$ cat config.mk
export PLATFORM = sky130hd
export DESIGN_NAME = dgd_gate_ctrl
export DESIGN_NICKNAME = d
export VERILOG_FILES = /design/src/design/dgd_pkg.sv /design/src/design/dgd_deglitch.sv /design/src/design/dgd_thermal.sv /design/src/design/dgd_gate_ctrl.sv
export VERILOG_INCLUDE_DIRS = /design/src /design/src/design
export SDC_FILE = /design/constraint.sdc
export NUM_CORES = 1
export LEC_CHECK = 0
export BUFFER_PORTS_ARGS = -buffer_cell sky130_fd_sc_hd__buf_2
export CAP_MARGIN = 20
export CORE_UTILIZATION = 40
export DETAILED_ROUTE_END_ITERATION = 10
export GPL_TIMING_DRIVEN = 0
export PLACE_DENSITY_LB_ADDON = 0.3
export SYNTH_ARGS = -nofsm -noshare
export SYNTH_HDL_FRONTEND = slang
export SYNTH_SLANG_ARGS = --single-unit
export TNS_END_PERCENT = 1
$ cat constraint.sdc
create_clock -name pclk -period 2.4 [get_ports pclk]
set_input_delay 0.48 -clock pclk [delete_from_list [all_inputs] [get_ports pclk]]
set_output_delay 0.48 -clock pclk [all_outputs]
set_load 0.03 [all_outputs]
$ cat src/design/dgd_params.svh
/*
 * Constants of the dual gate drive control block: register offsets,
 * field positions, reset values and timing counts.
 * Assumes a 25 MHz pclk; included by its bare name.
 */
`ifndef DGD_PARAMS_SVH
`define DGD_PARAMS_SVH

// Clock period in ns
`define DGD_CLK_NS        40
// Gap time slope in ps per kilohm and offset in ps
`define DGD_GAP_SLOPE_PS  1730
`define DGD_GAP_OFFS_PS   5740
// Default gap resistor in kilohm
`define DGD_GAP_RES_KOHM  10
// Gap cycles, least time so rounded up
`define DGD_GAP_CYC  ((`DGD_GAP_SLOPE_PS*`DGD_GAP_RES_KOHM+`DGD_GAP_OFFS_PS+`DGD_CLK_NS*1000-1)/(`DGD_CLK_NS*1000))
// Strong pull-low hold time in us, then in cycles (rounded down)
`define DGD_HOLD_US       1000
`define DGD_HOLD_CYC      (`DGD_HOLD_US*1000/`DGD_CLK_NS)
// Deglitch filter length in cycles
`define DGD_GLITCH_CYC    4

// Register byte offsets
`define DGD_CTRL_OFS      12'h000
`define DGD_GAP_OFS       12'h004
`define DGD_STAT_OFS      12'h008
// Control reset value: dual input, shutoff variant, protection on
`define DGD_CTRL_RST      4'h0
// Status field positions
`define DGD_ST_LOCK_LSB   0
`define DGD_ST_THA_LSB    3
`define DGD_ST_THB_LSB    5
`define DGD_ST_OUT_LSB    7
`define DGD_ST_BYP_BIT    9

`endif

$ cat src/design/dgd_pkg.sv
/*
 * Types of the dual gate drive control block.
 * Assumes dgd_params.svh holds all numbers.
 */
package dgd_pkg;

    // Software configuration bits
    typedef struct packed {
        logic deglitch_en;  // Filter control inputs
        logic bypass;       // No gap, no overlap guard
        logic en_variant;   // 1: enable pin gates, 0: shutoff pin gates
        logic phase_mode;   // 1: single phase input
    } dgd_cfg_t;

    // Control pins after synchronising
    typedef struct packed {
        logic shutoff;
        logic enable;
        logic phase;
        logic chan_b;
        logic chan_a;
    } dgd_pins_t;

    // Thermal states of one channel
    typedef enum logic [1:0] {
        DGD_TH_RUN,
        DGD_TH_STRONG,
        DGD_TH_WEAK
    } dgd_therm_t;

endpackage

$ cat src/design/dgd_deglitch.sv
/*
 * Deglitch filter for a bundle of synchronised inputs.
 * Assumes inputs already pass a two-flop synchroniser.
 */
`timescale 1ns/10ps
module dgd_deglitch #(
    parameter int WIDTH = 5,
    parameter int CYC   = 4
)(
    // Clock and reset
    input  wire logic             pclk,
    input  wire logic             presetn,
    // Control
    input  wire logic             en,
    // Data
    input  wire logic [WIDTH-1:0] raw,
    output logic      [WIDTH-1:0] clean
);

    genvar i;
    generate
        for (i = 0; i < WIDTH; i++)
        begin : g_bit
            logic [15:0] cnt_r;  // Cycles the input has differed

            // A change must stand CYC cycles before it passes
            always_ff @(posedge pclk or negedge presetn)
            begin
                if (!presetn)
                begin
                    cnt_r    <= 16'h0000;
                    clean[i] <= 1'b0;
                end
                else if (!en || raw[i] == clean[i])
                begin
                    // Filter off or no change pending
                    cnt_r    <= 16'h0000;
                    clean[i] <= raw[i];
                end
                else if (cnt_r == 16'(CYC - 1))
                begin
                    cnt_r    <= 16'h0000;
                    clean[i] <= raw[i];
                end
                else
                    cnt_r <= cnt_r + 16'h0001;
            end

            short_pulse_a: assert property (@(posedge pclk) disable iff (!presetn)
                ($past(en) && $changed(clean[i]) && $past(raw[i] != clean[i]))
                |-> $past(cnt_r) == 16'(CYC - 1))
                else $error("filtered input changed early");
        end
    endgenerate

endmodule // dgd_deglitch

$ cat src/design/dgd_thermal.sv
/*
 * Thermal hold sequencer for one channel.
 * Assumes trip is a synchronised flag, high from trip until release level.
 */
`timescale 1ns/10ps
module dgd_thermal #(
    parameter int HOLD = 25000
)(
    // Clock and reset
    input  wire logic                pclk,
    input  wire logic                presetn,
    // Sensor flag
    input  wire logic                trip,
    // State
    output dgd_pkg::dgd_therm_t      state
);

    logic [31:0] cnt_r;  // Cycles spent in strong pull-low

    // Strong pull-low first, weak after the hold time
    always_ff @(posedge pclk or negedge presetn)
    begin
        if (!presetn)
        begin
            state <= dgd_pkg::DGD_TH_RUN;
            cnt_r <= 32'h0000_0000;
        end
        else
        begin
            unique case (state)
                dgd_pkg::DGD_TH_RUN:
                begin
                    cnt_r <= 32'h0000_0000;
                    if (trip)
                        state <= dgd_pkg::DGD_TH_STRONG;
                end
                dgd_pkg::DGD_TH_STRONG:
                begin
                    cnt_r <= cnt_r + 32'h0000_0001;
                    if (!trip)
                        state <= dgd_pkg::DGD_TH_RUN;
                    else if (cnt_r == 32'(HOLD - 1))
                        state <= dgd_pkg::DGD_TH_WEAK;
                end
                dgd_pkg::DGD_TH_WEAK:
                    // Weak pull-low until the flag clears
                    if (!trip)
                        state <= dgd_pkg::DGD_TH_RUN;
                default:
                    state <= dgd_pkg::DGD_TH_RUN;
            endcase
        end
    end

    weak_after_hold_a: assert property (@(posedge pclk) disable iff (!presetn)
        (state == dgd_pkg::DGD_TH_STRONG && trip && cnt_r == 32'(HOLD - 1))
        |=> state == dgd_pkg::DGD_TH_WEAK)
        else $error("weak pull-low not entered after hold");

endmodule // dgd_thermal

$ cat src/design/dgd_gate_ctrl.sv
/*
 * Dual gate drive control: supply lockout, input gating, deglitch,
 * gap insertion with overlap guard, thermal hold and an APB slave.
 * Assumes one 25 MHz clock; all pins except the APB bus are asynchronous to it.
 */
`timescale 1ns/10ps
`include "dgd_params.svh"
module dgd_gate_ctrl #(
    parameter int         HOLD_CYCLES   = `DGD_HOLD_CYC,
    parameter int         GLITCH_CYCLES = `DGD_GLITCH_CYC,
    parameter logic [7:0] GAP_CYCLES    = 8'(`DGD_GAP_CYC)
)(
    // Clock and reset
    input  wire logic        pclk,
    input  wire logic        presetn,
    // APB slave
    input  wire logic [11:0] paddr,
    input  wire logic        psel,
    input  wire logic        penable,
    input  wire logic        pwrite,
    input  wire logic [31:0] pwdata,
    output logic      [31:0] prdata,
    output logic             pready,
    output logic             pslverr,
    // Control pins
    input  wire logic        chan_a_input,
    input  wire logic        chan_b_input,
    input  wire logic        phase_input,
    input  wire logic        enable_input,
    input  wire logic        shutoff_input,
    input  wire logic        gap_setting_tied,
    // Supply comparators: [1] above rise level, [0] above fall level
    input  wire logic [1:0]  logic_supply_ok,
    input  wire logic [1:0]  chan_a_supply_ok,
    input  wire logic [1:0]  chan_b_supply_ok,
    // Over-temperature flags
    input  wire logic        overheat_a,
    input  wire logic        overheat_b,
    // Drive outputs
    output logic             chan_a_output,
    output logic             chan_b_output,
    output logic             clamp_a,
    output logic             clamp_b,
    output logic             weak_low_a,
    output logic             weak_low_b
);

    // Synchroniser stages for every pin
    logic [13:0]         sync1_r;
    logic [13:0]         sync2_r;
    logic [13:0]         pins_raw;
    // Synchronised and filtered control pins
    dgd_pkg::dgd_pins_t  pins_s;
    dgd_pkg::dgd_pins_t  pins_f;
    // Configuration registers
    dgd_pkg::dgd_cfg_t   cfg_r;
    logic [7:0]          gap_r;
    // Lockout per supply: 0 logic, 1 channel A, 2 channel B
    logic [2:0]          lock_r;
    logic [5:0]          sup_s;
    // Channel inputs after phase split, and their previous values
    logic [1:0]          in_v;
    logic [1:0]          prev_r;
    logic [1:0]          fall_v;
    // Gap timers per output
    logic [7:0]          timer_r [2];
    logic [7:0]          gap_load;
    // Gating and protection
    logic                bypass;
    logic                gate_on;
    logic [1:0]          drive_ok;
    logic [1:0]          out_nxt;
    logic [1:0]          out_r;
    dgd_pkg::dgd_therm_t therm [2];
    logic [1:0]          therm_low;
    // Bus decode
    logic                acc;
    logic                wr_en;
    logic                hit;
    logic [31:0]         rd_nxt;

    assign pins_raw = {overheat_b, overheat_a, chan_b_supply_ok, chan_a_supply_ok, logic_supply_ok,
                       gap_setting_tied, shutoff_input, enable_input, phase_input, chan_b_input,
                       chan_a_input};

    // Two-flop synchroniser; only the second stage is read
    always_ff @(posedge pclk or negedge presetn)
    begin
        if (!presetn)
        begin
            sync1_r <= 14'h0000;
            sync2_r <= 14'h0000;
        end
        else
        begin
            sync1_r <= pins_raw;
            sync2_r <= sync1_r;
        end
    end

    assign pins_s = sync2_r[4:0];
    assign sup_s  = sync2_r[11:6];

    // Deglitch on the five control pins
    dgd_deglitch #(
        .WIDTH (5),
        .CYC   (GLITCH_CYCLES)
    ) u_deglitch (
        .pclk    (pclk),
        .presetn (presetn),
        .en      (cfg_r.deglitch_en),
        .raw     (pins_s),
        .clean   (pins_f)
    );

    // Supply lockout with hysteresis, one monitor per supply
    genvar s;
    generate
        for (s = 0; s < 3; s++)
        begin : g_lock
            always_ff @(posedge pclk or negedge presetn)
            begin
                if (!presetn)
                    lock_r[s] <= 1'b1;  // Locked until supplies proven
                else if (!sup_s[2*s])
                    lock_r[s] <= 1'b1;
                else if (sup_s[2*s+1])
                    lock_r[s] <= 1'b0;
            end

            lock_hyst_a: assert property (@(posedge pclk) disable iff (!presetn)
                (lock_r[s] && !sup_s[2*s+1]) |=> lock_r[s])
                else $error("lockout released below rise level");
        end
    endgenerate

    // Phase split or dual inputs; all pins active high
    always_comb
    begin
        if (cfg_r.phase_mode)
            in_v = {~pins_f.phase, pins_f.phase};
        else
            in_v = {pins_f.chan_b, pins_f.chan_a};
    end

    // Tied gap pin or software bit bypasses gap and overlap guard
    assign bypass = sync2_r[5] | cfg_r.bypass;

    // Gating input picks enable or shutoff polarity
    assign gate_on = cfg_r.en_variant ? pins_f.enable : ~pins_f.shutoff;

    // Falling edges of the channel inputs
    assign fall_v = prev_r & ~in_v;

    // Timer loads gap minus one so the rise lands gap cycles later
    assign gap_load = (gap_r == 8'h00) ? 8'h00 : gap_r - 8'h01;

    // Previous channel inputs for edge detection
    always_ff @(posedge pclk or negedge presetn)
    begin
        if (!presetn)
            prev_r <= 2'b00;
        else
            prev_r <= in_v;
    end

    // Gap timers and output decision per channel
    genvar c;
    generate
        for (c = 0; c < 2; c++)
        begin : g_chan
            // Other input falling loads this output's gap timer
            always_ff @(posedge pclk or negedge presetn)
            begin
                if (!presetn)
                    timer_r[c] <= 8'h00;
                else if (fall_v[1-c])
                    timer_r[c] <= gap_load;
                else if (timer_r[c] != 8'h00)
                    timer_r[c] <= timer_r[c] - 8'h01;
            end

            // Strong or weak pull-low while overheated
            dgd_thermal #(
                .HOLD (HOLD_CYCLES)
            ) u_thermal (
                .pclk    (pclk),
                .presetn (presetn),
                .trip    (sync2_r[12+c]),
                .state   (therm[c])
            );

            assign therm_low[c] = (therm[c] != dgd_pkg::DGD_TH_RUN);

            // Lockouts and gating override everything; lockout wins over the gate
            assign drive_ok[c] = ~lock_r[0] & gate_on & ~lock_r[c+1] & ~therm_low[c];

            always_comb
            begin
                if (!drive_ok[c])
                    out_nxt[c] = 1'b0;
                else if (bypass)
                    out_nxt[c] = in_v[c];
                else if (in_v[0] && in_v[1])
                    out_nxt[c] = 1'b0;
                else
                    out_nxt[c] = in_v[c] & ~fall_v[1-c] & (timer_r[c] == 8'h00);
            end

            gap_block_a: assert property (@(posedge pclk) disable iff (!presetn)
                (fall_v[1-c] && !bypass) |=> !out_r[c])
                else $error("output rose with no gap after other input fell");

            pass_through_a: assert property (@(posedge pclk) disable iff (!presetn)
                (drive_ok[c] && !bypass && in_v[c] && !in_v[1-c] && !prev_r[1-c]
                 && timer_r[c] == 8'h00) |=> out_r[c])
                else $error("output delayed with no gap pending");

            chan_lock_a: assert property (@(posedge pclk) disable iff (!presetn)
                lock_r[c+1] |=> !out_r[c] && (c == 0 ? clamp_a : clamp_b))
                else $error("locked channel output not low and clamped");
        end
    endgenerate

    // Output flops; delay from pin to output is fixed by the sync and filter stages unless a gap timer holds back the rise
    always_ff @(posedge pclk or negedge presetn)
    begin
        if (!presetn)
        begin
            out_r   <= 2'b00;
            clamp_a <= 1'b1;
            clamp_b <= 1'b1;
        end
        else
        begin
            out_r   <= out_nxt;
            clamp_a <= lock_r[1];
            clamp_b <= lock_r[2];
        end
    end

    // Weak pull-low strobes track the thermal state
    always_ff @(posedge pclk or negedge presetn)
    begin
        if (!presetn)
        begin
            weak_low_a <= 1'b0;
            weak_low_b <= 1'b0;
        end
        else
        begin
            weak_low_a <= (therm[0] == dgd_pkg::DGD_TH_WEAK);
            weak_low_b <= (therm[1] == dgd_pkg::DGD_TH_WEAK);
        end
    end

    assign chan_a_output = out_r[0];
    assign chan_b_output = out_r[1];

    logic_lock_a: assert property (@(posedge pclk) disable iff (!presetn)
        lock_r[0] |=> out_r == 2'b00)
        else $error("outputs driven during logic lockout");

    gate_off_a: assert property (@(posedge pclk) disable iff (!presetn)
        !gate_on |=> out_r == 2'b00)
        else $error("outputs driven while gated off");

    overlap_a: assert property (@(posedge pclk) disable iff (!presetn)
        (in_v == 2'b11 && !bypass) |=> out_r == 2'b00)
        else $error("overlap not blocked");

    never_both_a: assert property (@(posedge pclk) disable iff (!presetn)
        out_r == 2'b11 |-> $past(bypass))
        else $error("both outputs high with protection on");

    // Bus: one wait state, pready asserted on the second access cycle
    assign acc   = psel & penable;
    assign wr_en = acc & pready & pwrite;
    assign hit   = (paddr == `DGD_CTRL_OFS) | (paddr == `DGD_GAP_OFS) | (paddr == `DGD_STAT_OFS);

    // Read mux; reserved bits read zero
    always_comb
    begin
        rd_nxt = 32'h0000_0000;
        if (paddr == `DGD_CTRL_OFS)
            rd_nxt[3:0] = cfg_r;
        else if (paddr == `DGD_GAP_OFS)
            rd_nxt[7:0] = gap_r;
        else if (paddr == `DGD_STAT_OFS)
        begin
            rd_nxt[`DGD_ST_LOCK_LSB +: 3] = lock_r;
            rd_nxt[`DGD_ST_THA_LSB +: 2]  = therm[0];
            rd_nxt[`DGD_ST_THB_LSB +: 2]  = therm[1];
            rd_nxt[`DGD_ST_OUT_LSB +: 2]  = out_r;
            rd_nxt[`DGD_ST_BYP_BIT]       = bypass;
        end
    end

    // Answer flops
    always_ff @(posedge pclk or negedge presetn)
    begin
        if (!presetn)
        begin
            pready  <= 1'b0;
            pslverr <= 1'b0;
            prdata  <= 32'h0000_0000;
        end
        else
        begin
            pready  <= acc & ~pready;
            pslverr <= acc & ~pready & ~hit;
            prdata  <= (acc & ~pready & ~pwrite) ? rd_nxt : 32'h0000_0000;
        end
    end

    // Writable registers; gap count reset comes from the parameter
    always_ff @(posedge pclk or negedge presetn)
    begin
        if (!presetn)
        begin
            cfg_r <= `DGD_CTRL_RST;
            gap_r <= GAP_CYCLES;
        end
        else if (wr_en && paddr == `DGD_CTRL_OFS)
            cfg_r <= pwdata[3:0];
        else if (wr_en && paddr == `DGD_GAP_OFS)
            gap_r <= pwdata[7:0];
    end

    apb_wait_a: assert property (@(posedge pclk) disable iff (!presetn)
        (acc && !pready) |=> pready)
        else $error("access phase not answered");

endmodule // dgd_gate_ctrl

==> impl_metrics.py, run 1 <==
metrics = {
    "outcome": {
        "status": "finished clean",
    },
    "timing": {
        "drv_slew": 0,
        "timing.hold.ws_ps": 36.1,
        "rsz0062_at_grt": "false",
        "worst_pin_slew_ps": 870,
        "clock.fmax_mhz": 470,
        "setup_violations": 0,
        "relSlewSlack_pct": 42.0,
        "final_hold_viol_count": 0,
        "setup_ws_ps": 272,
        "period_needed_ps": 2130,
        "fin_crit_sh_pct": 88.7,
        "finClkSkew_ps": 13.1,
        "fin_setup_tns_ps": 0,
    },
    "yosys": {
        "yosysSeqAreaShare_pct": 52.9,
        "yosys.area.top_type": "dfrtp_1",
        "yosysTopAreaCellShare_pct": 51.5,
        "yosys_register_bits": 232,
        "synth_area_leaders": "dfrtp_1 51%, nor2_1 6.9%, xor2_1 6.2%",
        "synth_common_cells": "226 x dfrtp_1, 201 x nor2_1, 78 x xor2_1",
        "async_flop_share_pct": 100,
        "yosysUniqueCellTypes": 55,
        "synth_area_um2": 11000,
        "yosysWarnings": 0,
        "ys.flop_type": "dfrtp_1",
        "syn_area_per_cell_um2": 10.1,
        "syn-instance-count": 1088,
        "synth-edff-count": 0,
        "yosysMostFrequentCell": "dfrtp_1",
    },
    "critical_path": {
        "startpoint_type": "register",
        "worstPathCellList": "or4_4 > nor4b_4 > nor4_1 > xnor2_1 > mux2i_1",
        "cp_top_family": "simple AND/OR/NAND/NOR gates",
        "worstPathArrival_ps": 2540,
        "crit_slowest_cell": "or4_4",
        "critical_path_buf_inv_count": 0,
        "required_ps": 2810,
        "critPathMaxFanout": 9,
        "critical_path_class": "register to register",
        "max_stage_delay_ps": 570,
        "worstSetupEndpointType": "register",
    },
    "placed_design": {
        "pre_cts_slack_ps": -53.7,
        "dp_hpwl_um": 15500,
        "place_area_um2": 11800,
        "gp_congestion": 0.805,
        "place.port_buffers": 54,
    },
    "cts": {
        "clk_pin_slew_worst_paths_ps": 60,
        "cts_sinks": 232,
        "cts_tree": "yes",
        "post_cts_buffers": 0,
        "h-tree-depth": 1,
        "cts_resized": 0,
        "cts_buffers": 26,
        "clock_latency_ps": 530,
        "cts_root_buf": "clkbuf_16",
        "hold_buffers": 0,
        "cts_buffer_depth": 3,
    },
    "detailed_routing": {
        "via_per_inst": 5.09,
        "final_antenna_net_count": 0,
        "wl_um": 22700,
        "drc_errors": 0,
        "dr.first_iter.drc_count": 544,
        "drt_first_pass_iters": 5,
        "vias": 7903,
        "routedWlPerCell_um": 14.6,
    },
    "floorplan": {
        "core_um2": 27000,
        "fp.dieW_um": 168,
        "initial_core_util_pct": 40.7,
        "dieArea_um2": 28100,
        "fp-row-count": 60,
        "io-pin-count": 103,
        "die_y_um": 168,
    },
    "global_route": {
        "grt-ovfl-total": 0,
        "grt_pass1_vias": 7737,
        "grt_antenna_before_repair": 1,
        "grt_usage_pct": 16.8,
        "grt_pass1_wl_um": 39000,
        "grt_max_degree": 118,
    },
    "min_path": {
        "hold_path.class": "input pin to asynchronous set/reset pin",
    },
    "power_and_ir_drop": {
        "p_seq_share_pct": 46.2,
        "ir_worst_vdd_mv": 0.393,
        "switchingPower_mw": 2.19,
        "internal-power_mw": 6.97,
        "p_per_area_nw_per_um2": 722,
        "p_leak_nw": 5.56,
        "p_clk_share_pct": 44.8,
        "power_frac_comb_pct": 9.0,
        "switching_share_pct": 23.9,
        "finalPower_mw": 9.16,
    },
    "layout": {
        "design_area_um2": 12700,
        "fillers": 2547,
        "layout-drive-gt1-share_pct": 13.4,
        "regArea_um2": 5810,
        "multi_input_area_um2": 4840,
        "n_antenna_cell": 0,
        "nets": 1268,
        "syn_to_final_growth_pct": 15.6,
    },
    "job": {
        "maxCapViolCount": 0,
    },
}
sequential cells by signal, indices dropped and copies added, names as in the netlist, 5 cells and up:
name	flops
u_deglitch.clean	5
gap_r	8
timer_r	16
sync1_r	14
sync2_r	14
u_deglitch.g_bit.cnt_r	80
g_chan.u_thermal.cnt_r	64
prdata	10
cell families after synthesis:
family	after synthesis	share of synthesized area, %
buffers and inverters	83	3.68
multiplexers	21	2.37
AND/OR/NAND/NOR	528	24.6
adder cells (fa/ha/maj)	13	1.48
XOR/XNOR	138	11.0
AO/OA/AOI/OAI	72	3.91
flip-flops	232	52.9
other	1	0.0341
power by group through the flow:
stage | clock network, mW | registers, mW | logic [mW]
final | 4.11 | 4.23 | 0.825
after floorplan | 0 | 4.27 | 0.595
after global routing | 4.37 | 4.25 | 0.952
after CTS | 4.22 | 4.23 | 0.837
after detailed placement | 0 | 4.29 | 0.835
after global placement | 0 | 4.29 | 0.803
layer usage:
layer	wire, µm	global-route usage (%)	up-vias
met5	0	0	-
met4	469	4.55	0
met3	926	2.48	36
met2	10200	26.1	142
met1	11100	24.5	3818
li1	-	-	3907
metrics by stage:
stage	util, %	instances
CTS	47.1	1553
floorplan	-	1109
global route	47.1	1553
detailed placement	43.8	1505
global placement	43.6	1504
finish	47.1	1553
layout make-up:
type,instances,area share (%)
sequential,232,45.8
multi-input combinational,794,38.2
clock buffer,40,6.09
tap,341,3.36
timing repair buffer,55,2.42
buffer,50,2.21
clock inverter,8,0.995
inverter,33,0.976
path summary, 6_finish.rpt:
kind | start | to | slack, ps | depth (start not counted)
max | timer_r[13] | timer_r[13] | 270 | 5
max in group asynchronous | presetn | u_deglitch.g_bit[4].cnt_r[11] | 1320 | 2
min reg2reg | sync1_r[11] | sync2_r[11] | 350 | 0
min in group pclk | chan_a_supply_ok[0] | sync1_r[8] | 50 | 1
max reg2reg | timer_r[13] | timer_r[13] | 270 | 5
min | presetn | g_chan[0].u_thermal.cnt_r[26] | 40 | 1
cells in the final DEF (no fill, tap or decap), types with 32 or more instances in the layout:
cell type	count
clkbuf_1	32
nor3_1	33
nand3_1	73
nand2_1	58
dfrtp_1	226
buf_2	55
xnor2_1	60
xor2_1	78
nand4_1	39
nor2_1	201
nor4_1	35
inv_1	33
Power figures use the tool's default switching activity.
==> run 2: changes to the inputs <==
==> constraint.sdc (replaced) <==
create_clock -name pclk -period 2.4 [get_ports pclk]
set_input_delay 0.24 -clock pclk [delete_from_list [all_inputs] [get_ports pclk]]
set_output_delay 0.24 -clock pclk [all_outputs]
set_load 0.03 [all_outputs]
==> run 2 against run 1 <==
Against the previous run:
- worst setup slack better by 13 ps
- hold slack worse by 5.6 ps
- first-iteration DRC count down 22%
- largest cell class unchanged
- flip-flop and latch count unchanged
- highest routed layer unchanged
- critical endpoint unchanged
- total power up 0.34%
- non-clock buffer count up 23
- critical path type unchanged
==> impl_metrics.py, run 2 (same netlist as run 1, synthesis figures left out) <==
metrics = {
    "outcome": {
        "status": "finished clean",
    },
    "detailed_routing": {
        "routedWlPerCell_um": 14.5,
        "final_antenna_net_count": 0,
        "dr.first_iter.drc_count": 424,
        "vias": 7995,
        "wl_um": 22900,
        "via_per_inst": 5.07,
        "drt_first_pass_iters": 7,
        "drc_errors": 0,
    },
    "cts": {
        "cts_sinks": 232,
        "cts_tree": "yes",
        "cts_buffer_depth": 3,
        "cts_root_buf": "clkbuf_16",
        "post_cts_buffers": 0,
        "h-tree-depth": 1,
        "clock_latency_ps": 530,
        "clk_pin_slew_worst_paths_ps": 60,
        "cts_buffers": 26,
    },
    "power_and_ir_drop": {
        "p_leak_nw": 5.66,
        "ir_worst_vdd_mv": 0.397,
        "p_per_area_nw_per_um2": 711,
    },
    "layout": {
        "syn_to_final_growth_pct": 17.7,
        "utilization_pct": 48.0,
        "n_antenna_cell": 0,
        "fillers": 2528,
        "largest_register_ffs": 80,
        "regArea_um2": 5810,
        "nets": 1291,
        "top_regs": "u_deglitch.g_bit.cnt_r (80), g_chan.u_thermal.cnt_r (64), timer_r (16)",
        "layout-drive-gt1-share_pct": 13.1,
        "multi_input_area_um2": 4840,
        "stdcell_count": 1576,
        "layout_common_cells": "226 x dfrtp_1, 201 x nor2_1, 78 x xor2_1",
        "final_common_cell": "dfrtp_1",
        "largest-register": "u_deglitch.g_bit.cnt_r",
    },
    "global_route": {
        "grt.met2_usage_pct": 26.6,
        "top_usage_layer": "met2",
        "met1_usage_pct": 24.5,
        "grt_pass1_wl_um": 39400,
        "grtUsageMet3_pct": 2.48,
        "grt_pass1_vias": 7830,
        "grt_antenna_before_repair": 1,
        "grt-ovfl-total": 0,
        "grt_max_degree": 118,
        "grt_usage_pct": 16.9,
    },
    "min_path": {
        "hold_path.class": "input pin to register",
        "hold_depth": 4,
        "min_from": "penable",
        "whs_endpoint": "pready",
    },
    "floorplan": {
        "fp.dieW_um": 168,
        "io-pin-count": 103,
        "core_um2": 27000,
        "die_y_um": 168,
        "fp-row-count": 60,
        "dieArea_um2": 28100,
        "initial_core_util_pct": 40.7,
    },
    "timing": {
        "setup_ws_ps": 285,
        "clock.fmax_mhz": 473,
        "final_hold_viol_count": 0,
        "fin_setup_tns_ps": 0,
        "finClkSkew_ps": 9.85,
        "setup_violations": 0,
        "period_needed_ps": 2120,
        "fin_crit_sh_pct": 88.1,
        "relSlewSlack_pct": 42.1,
        "rsz0062_at_grt": "false",
        "worst_pin_slew_ps": 869,
        "drv_slew": 0,
    },
    "job": {
        "maxCapViolCount": 0,
    },
    "critical_path": {
        "critical_path_class": "register to register",
        "required_ps": 2810,
        "worstSetupEndpointType": "register",
        "ff2ff_setup_slack_ps": 280,
        "r2r_end": "timer_r[13]",
        "critPathMaxFanout": 9,
        "reg2reg_from": "timer_r[13]",
        "worstPathArrival_ps": 2520,
        "startpoint_type": "register",
        "r2r_cells": 5,
    },
    "placed_design": {
        "placedCellCount": 1505,
        "dp_hpwl_um": 15500,
        "pre_cts_slack_ps": 186,
        "place.port_buffers": 54,
        "gp_congestion": 0.805,
    },
}
-- run 2: changes by cell type in the layout (fill, tap and decap cells not counted) --
cell           delta
dlygate4sd3_1    +23
-- run 2: timing repair --
action	4_1_cts	5_1_grt
hold buffers	23	0
gates resized for setup	0	0
endpoints found under the hold margin	137	0
-- run 2: worst max path at each step --
| stage | startpoint | to | cells after the start |
|---|---|---|---|
| 3_5_place_dp | paddr[1] | prdata[2] | 6 |
| 6_report | timer_r[13] | timer_r[13] | 5 |
| 4_1_cts | timer_r[13] | timer_r[13] | 5 |
| 2_1_floorplan | timer_r[13] | timer_r[13] | 5 |
| 5_1_grt | g_chan[1].u_thermal.state[0] | g_chan[1].u_thermal.state[1] | 5 |
| 3_3_place_gp | presetn | u_deglitch.g_bit[3].cnt_r[9] | 1 |
-- run 2: layout make-up --
class / instances / area share (%)
flip-flops and latches: 232 / 45.0
multi-input cells: 794 / 37.5
clock buffers: 40 / 5.98
repair buffers: 78 / 4.16
well taps: 341 / 3.30
plain buffers: 50 / 2.17
clock inverters: 8 / 0.978
inverters: 33 / 0.958
-- run 2: routing by layer --
layer / part of all wire [%] / up-vias
met1: 48 / 3863
met4: 2.0 / 0
met3: 4.1 / 36
met5: 0 / -
met2: 45 / 146
li1: - / 3950
-- run 2: through the flow --
stage	instance area [µm²]	hold WS [ps]	total power, mW
2_1_floorplan	11100	-55.6	4.86
6_report	12900	30.5	9.20
3_5_place_dp	11800	335	5.13
3_3_place_gp	11800	333	5.09
5_1_grt	12900	20.8	9.60
4_1_cts	12900	12.9	9.31
-- run 2: critical path: stages (launching register included) --
cell and delay, ps:
dfrtp_1 410, or4_4 570, nor4b_4 560, nor4_1 140, xnor2_1 200, mux2i_1 100
-- run 2: power breakdown --
part	internal, mW	switching [mW]
registers	4.08	0.151
clock network	2.53	1.57
logic	0.383	0.473
total	7.00	2.20
==> run 3: changes to the inputs <==
--- a/config.mk
+++ b/config.mk
@@ -12,6 +12,7 @@
 export DETAILED_ROUTE_END_ITERATION = 10
 export GPL_TIMING_DRIVEN = 0
 export PLACE_DENSITY_LB_ADDON = 0.3
+export SKIP_CTS_REPAIR_TIMING = 1
 export SYNTH_ARGS = -nofsm -noshare
 export SYNTH_HDL_FRONTEND = slang
 export SYNTH_SLANG_ARGS = --single-unit
==> constraint.sdc (replaced) <==
create_clock -name pclk -period 2.15 [get_ports pclk]
set_input_delay 0.215 -clock pclk [delete_from_list [all_inputs] [get_ports pclk]]
set_output_delay 0.215 -clock pclk [all_outputs]
set_load 0.03 [all_outputs]
==> run 3 against run 2 <==
Against the previous run:
- via count is 0.45% higher
- hold slack worse by 6.1 ps
- first-iteration DRC count is 0.94% lower
- largest cell class unchanged
- register-to-register slack worse by 230 ps
- critical endpoint unchanged
- critical path depth stayed put
- count of clock-buffer cells in the layout stayed put
==> impl_metrics.py, run 3 (same netlist as run 1, synthesis figures left out) <==
metrics = {
    "critical_path": {
        "worstPathCellList": "or4_4 > nor4b_4 > nor4_1 > xnor2_1 > mux2i_1",
        "reg2reg_from": "timer_r[13]",
        "worstSetupEndpointType": "register",
        "worstPathArrival_ps": 2500,
        "cp_top_family": "simple AND/OR/NAND/NOR gates",
        "crit_slowest_cell": "or4_4",
        "critical_path_class": "register to register",
        "max_stage_delay_ps": 570,
        "ff2ff_setup_slack_ps": 50,
        "critical_path_buf_inv_count": 0,
        "startpoint_type": "register",
        "required_ps": 2550,
        "critPathMaxFanout": 9,
        "r2r_end": "timer_r[13]",
        "crit_start": "timer_r[13]",
        "crit_cells": 5,
        "r2r_cells": 5,
    },
    "min_path": {
        "min_from": "psel",
        "whs_endpoint": "pslverr",
        "hold_path.class": "input pin to register",
        "hold_depth": 4,
    },
    "timing": {
        "final_hold_viol_count": 0,
        "drv_slew": 0,
        "setup_violations": 0,
        "relSlewSlack_pct": 42.3,
        "clock.fmax_mhz": 477,
        "finClkSkew_ps": 9.29,
        "fin_crit_sh_pct": 97.5,
        "rsz0062_at_grt": "true",
        "timing.hold.ws_ps": 24.4,
        "worst_pin_slew_ps": 865,
        "period_needed_ps": 2100,
    },
    "floorplan": {
        "core_um2": 27000,
        "dieArea_um2": 28100,
        "initial_core_util_pct": 40.7,
        "die_y_um": 168,
        "fp.dieW_um": 168,
        "io-pin-count": 103,
        "fp-row-count": 60,
    },
    "detailed_routing": {
        "routedWlPerCell_um": 14.5,
        "drc_errors": 0,
        "dr.first_iter.drc_count": 420,
        "final_antenna_net_count": 0,
        "via_per_inst": 5.09,
        "drt_first_pass_iters": 6,
        "vias": 8031,
        "wl_um": 23000,
    },
    "layout": {
        "top_regs": "u_deglitch.g_bit.cnt_r (80), g_chan.u_thermal.cnt_r (64), timer_r (16)",
        "nets": 1293,
        "n_antenna_cell": 0,
        "stdcell_count": 1578,
        "largest-register": "u_deglitch.g_bit.cnt_r",
        "syn_to_final_growth_pct": 18.1,
        "final_common_cell": "dfrtp_1",
        "layout_common_cells": "226 x dfrtp_1, 201 x nor2_1, 78 x xor2_1",
        "layout-drive-gt1-share_pct": 13.4,
        "largest_register_ffs": 80,
    },
    "cts": {
        "h-tree-depth": 1,
        "clk_pin_slew_worst_paths_ps": 60,
        "cts_tree": "yes",
        "cts_buffers": 26,
        "cts_root_buf": "clkbuf_16",
        "cts_sinks": 232,
        "cts_buffer_depth": 3,
        "clock_latency_ps": 530,
    },
    "global_route": {
        "grt_max_degree": 118,
        "grt-ovfl-total": 0,
        "grt_pass1_wl_um": 39000,
        "grt_pass1_vias": 7737,
        "grt_antenna_before_repair": 1,
        "grt_usage_pct": 16.8,
    },
    "placed_design": {
        "place.port_buffers": 54,
        "gp_congestion": 0.805,
        "placedCellCount": 1505,
        "dp_hpwl_um": 15500,
    },
    "outcome": {
        "status": "finished clean",
    },
    "power_and_ir_drop": {
        "p_per_area_nw_per_um2": 792,
        "ir_worst_vdd_mv": 0.443,
        "finalPower_mw": 10.3,
        "p_leak_nw": 5.67,
    },
    "job": {
        "maxCapViolCount": 0,
    },
}
==> run 3: cell count changes in the layout (fill, tap and decap cells not counted), sizes merged <==
cell,delta
dlygate4sd3,+2
==> run 3: worst max path at each step <==
stage / to / slack, ps
global placement: u_deglitch.g_bit[3].cnt_r[9] / -3300
finish: timer_r[13] / 50
CTS: timer_r[13] / 70
global route: g_chan[1].u_thermal.cnt_r[19] / -60
floorplan: timer_r[13] / 390
detailed placement: prdata[2] / -40
==> run 3: metrics by stage <==
stage               cell area (µm²)  utilization, %  TNS, ps  setup slack (ps)
finish                        13000            48.1        0              53.8
global route                  13000            48.1     -744             -59.4
CTS                           12700            47.1        0              74.4
detailed placement            11800            43.8    -72.3             -38.7
global placement              11800            43.6  -751190             -3300
floorplan                     11100               -        0               389
==> run 3: where the power goes <==
part           leakage, nW  switching [mW]  internal [mW]
clock network        0.444            1.75           2.83
registers             3.11           0.169           4.55
logic                 2.12           0.528          0.430
total                 5.67            2.45           7.82
==> run 3: final cells by class <==
| type | count | area, µm² |
|---|---|---|
| inverter | 33 | 124 |
| clock buffer | 40 | 773 |
| multi-input combinational | 794 | 4870 |
| clock inverter | 8 | 126 |
| fill | 2522 | 14000 |
| buffer | 50 | 280 |
| tap | 341 | 427 |
| timing repair buffer | 80 | 558 |
| sequential | 232 | 5810 |
==> run 3: worst register-to-register path, stage by stage (launching register included) <==
cell	delay (ps)
dfrtp_1	410
or4_4	570
nor4b_4	550
nor4_1	140
xnor2_1	200
mux2i_1	100
==> run 3: routing by layer <==
layer,share of wire [%],GRT usage (%)
met1,48,24.5
met2,46,26.1
met3,3.9,2.48
met4,1.9,4.55
met5,0,0
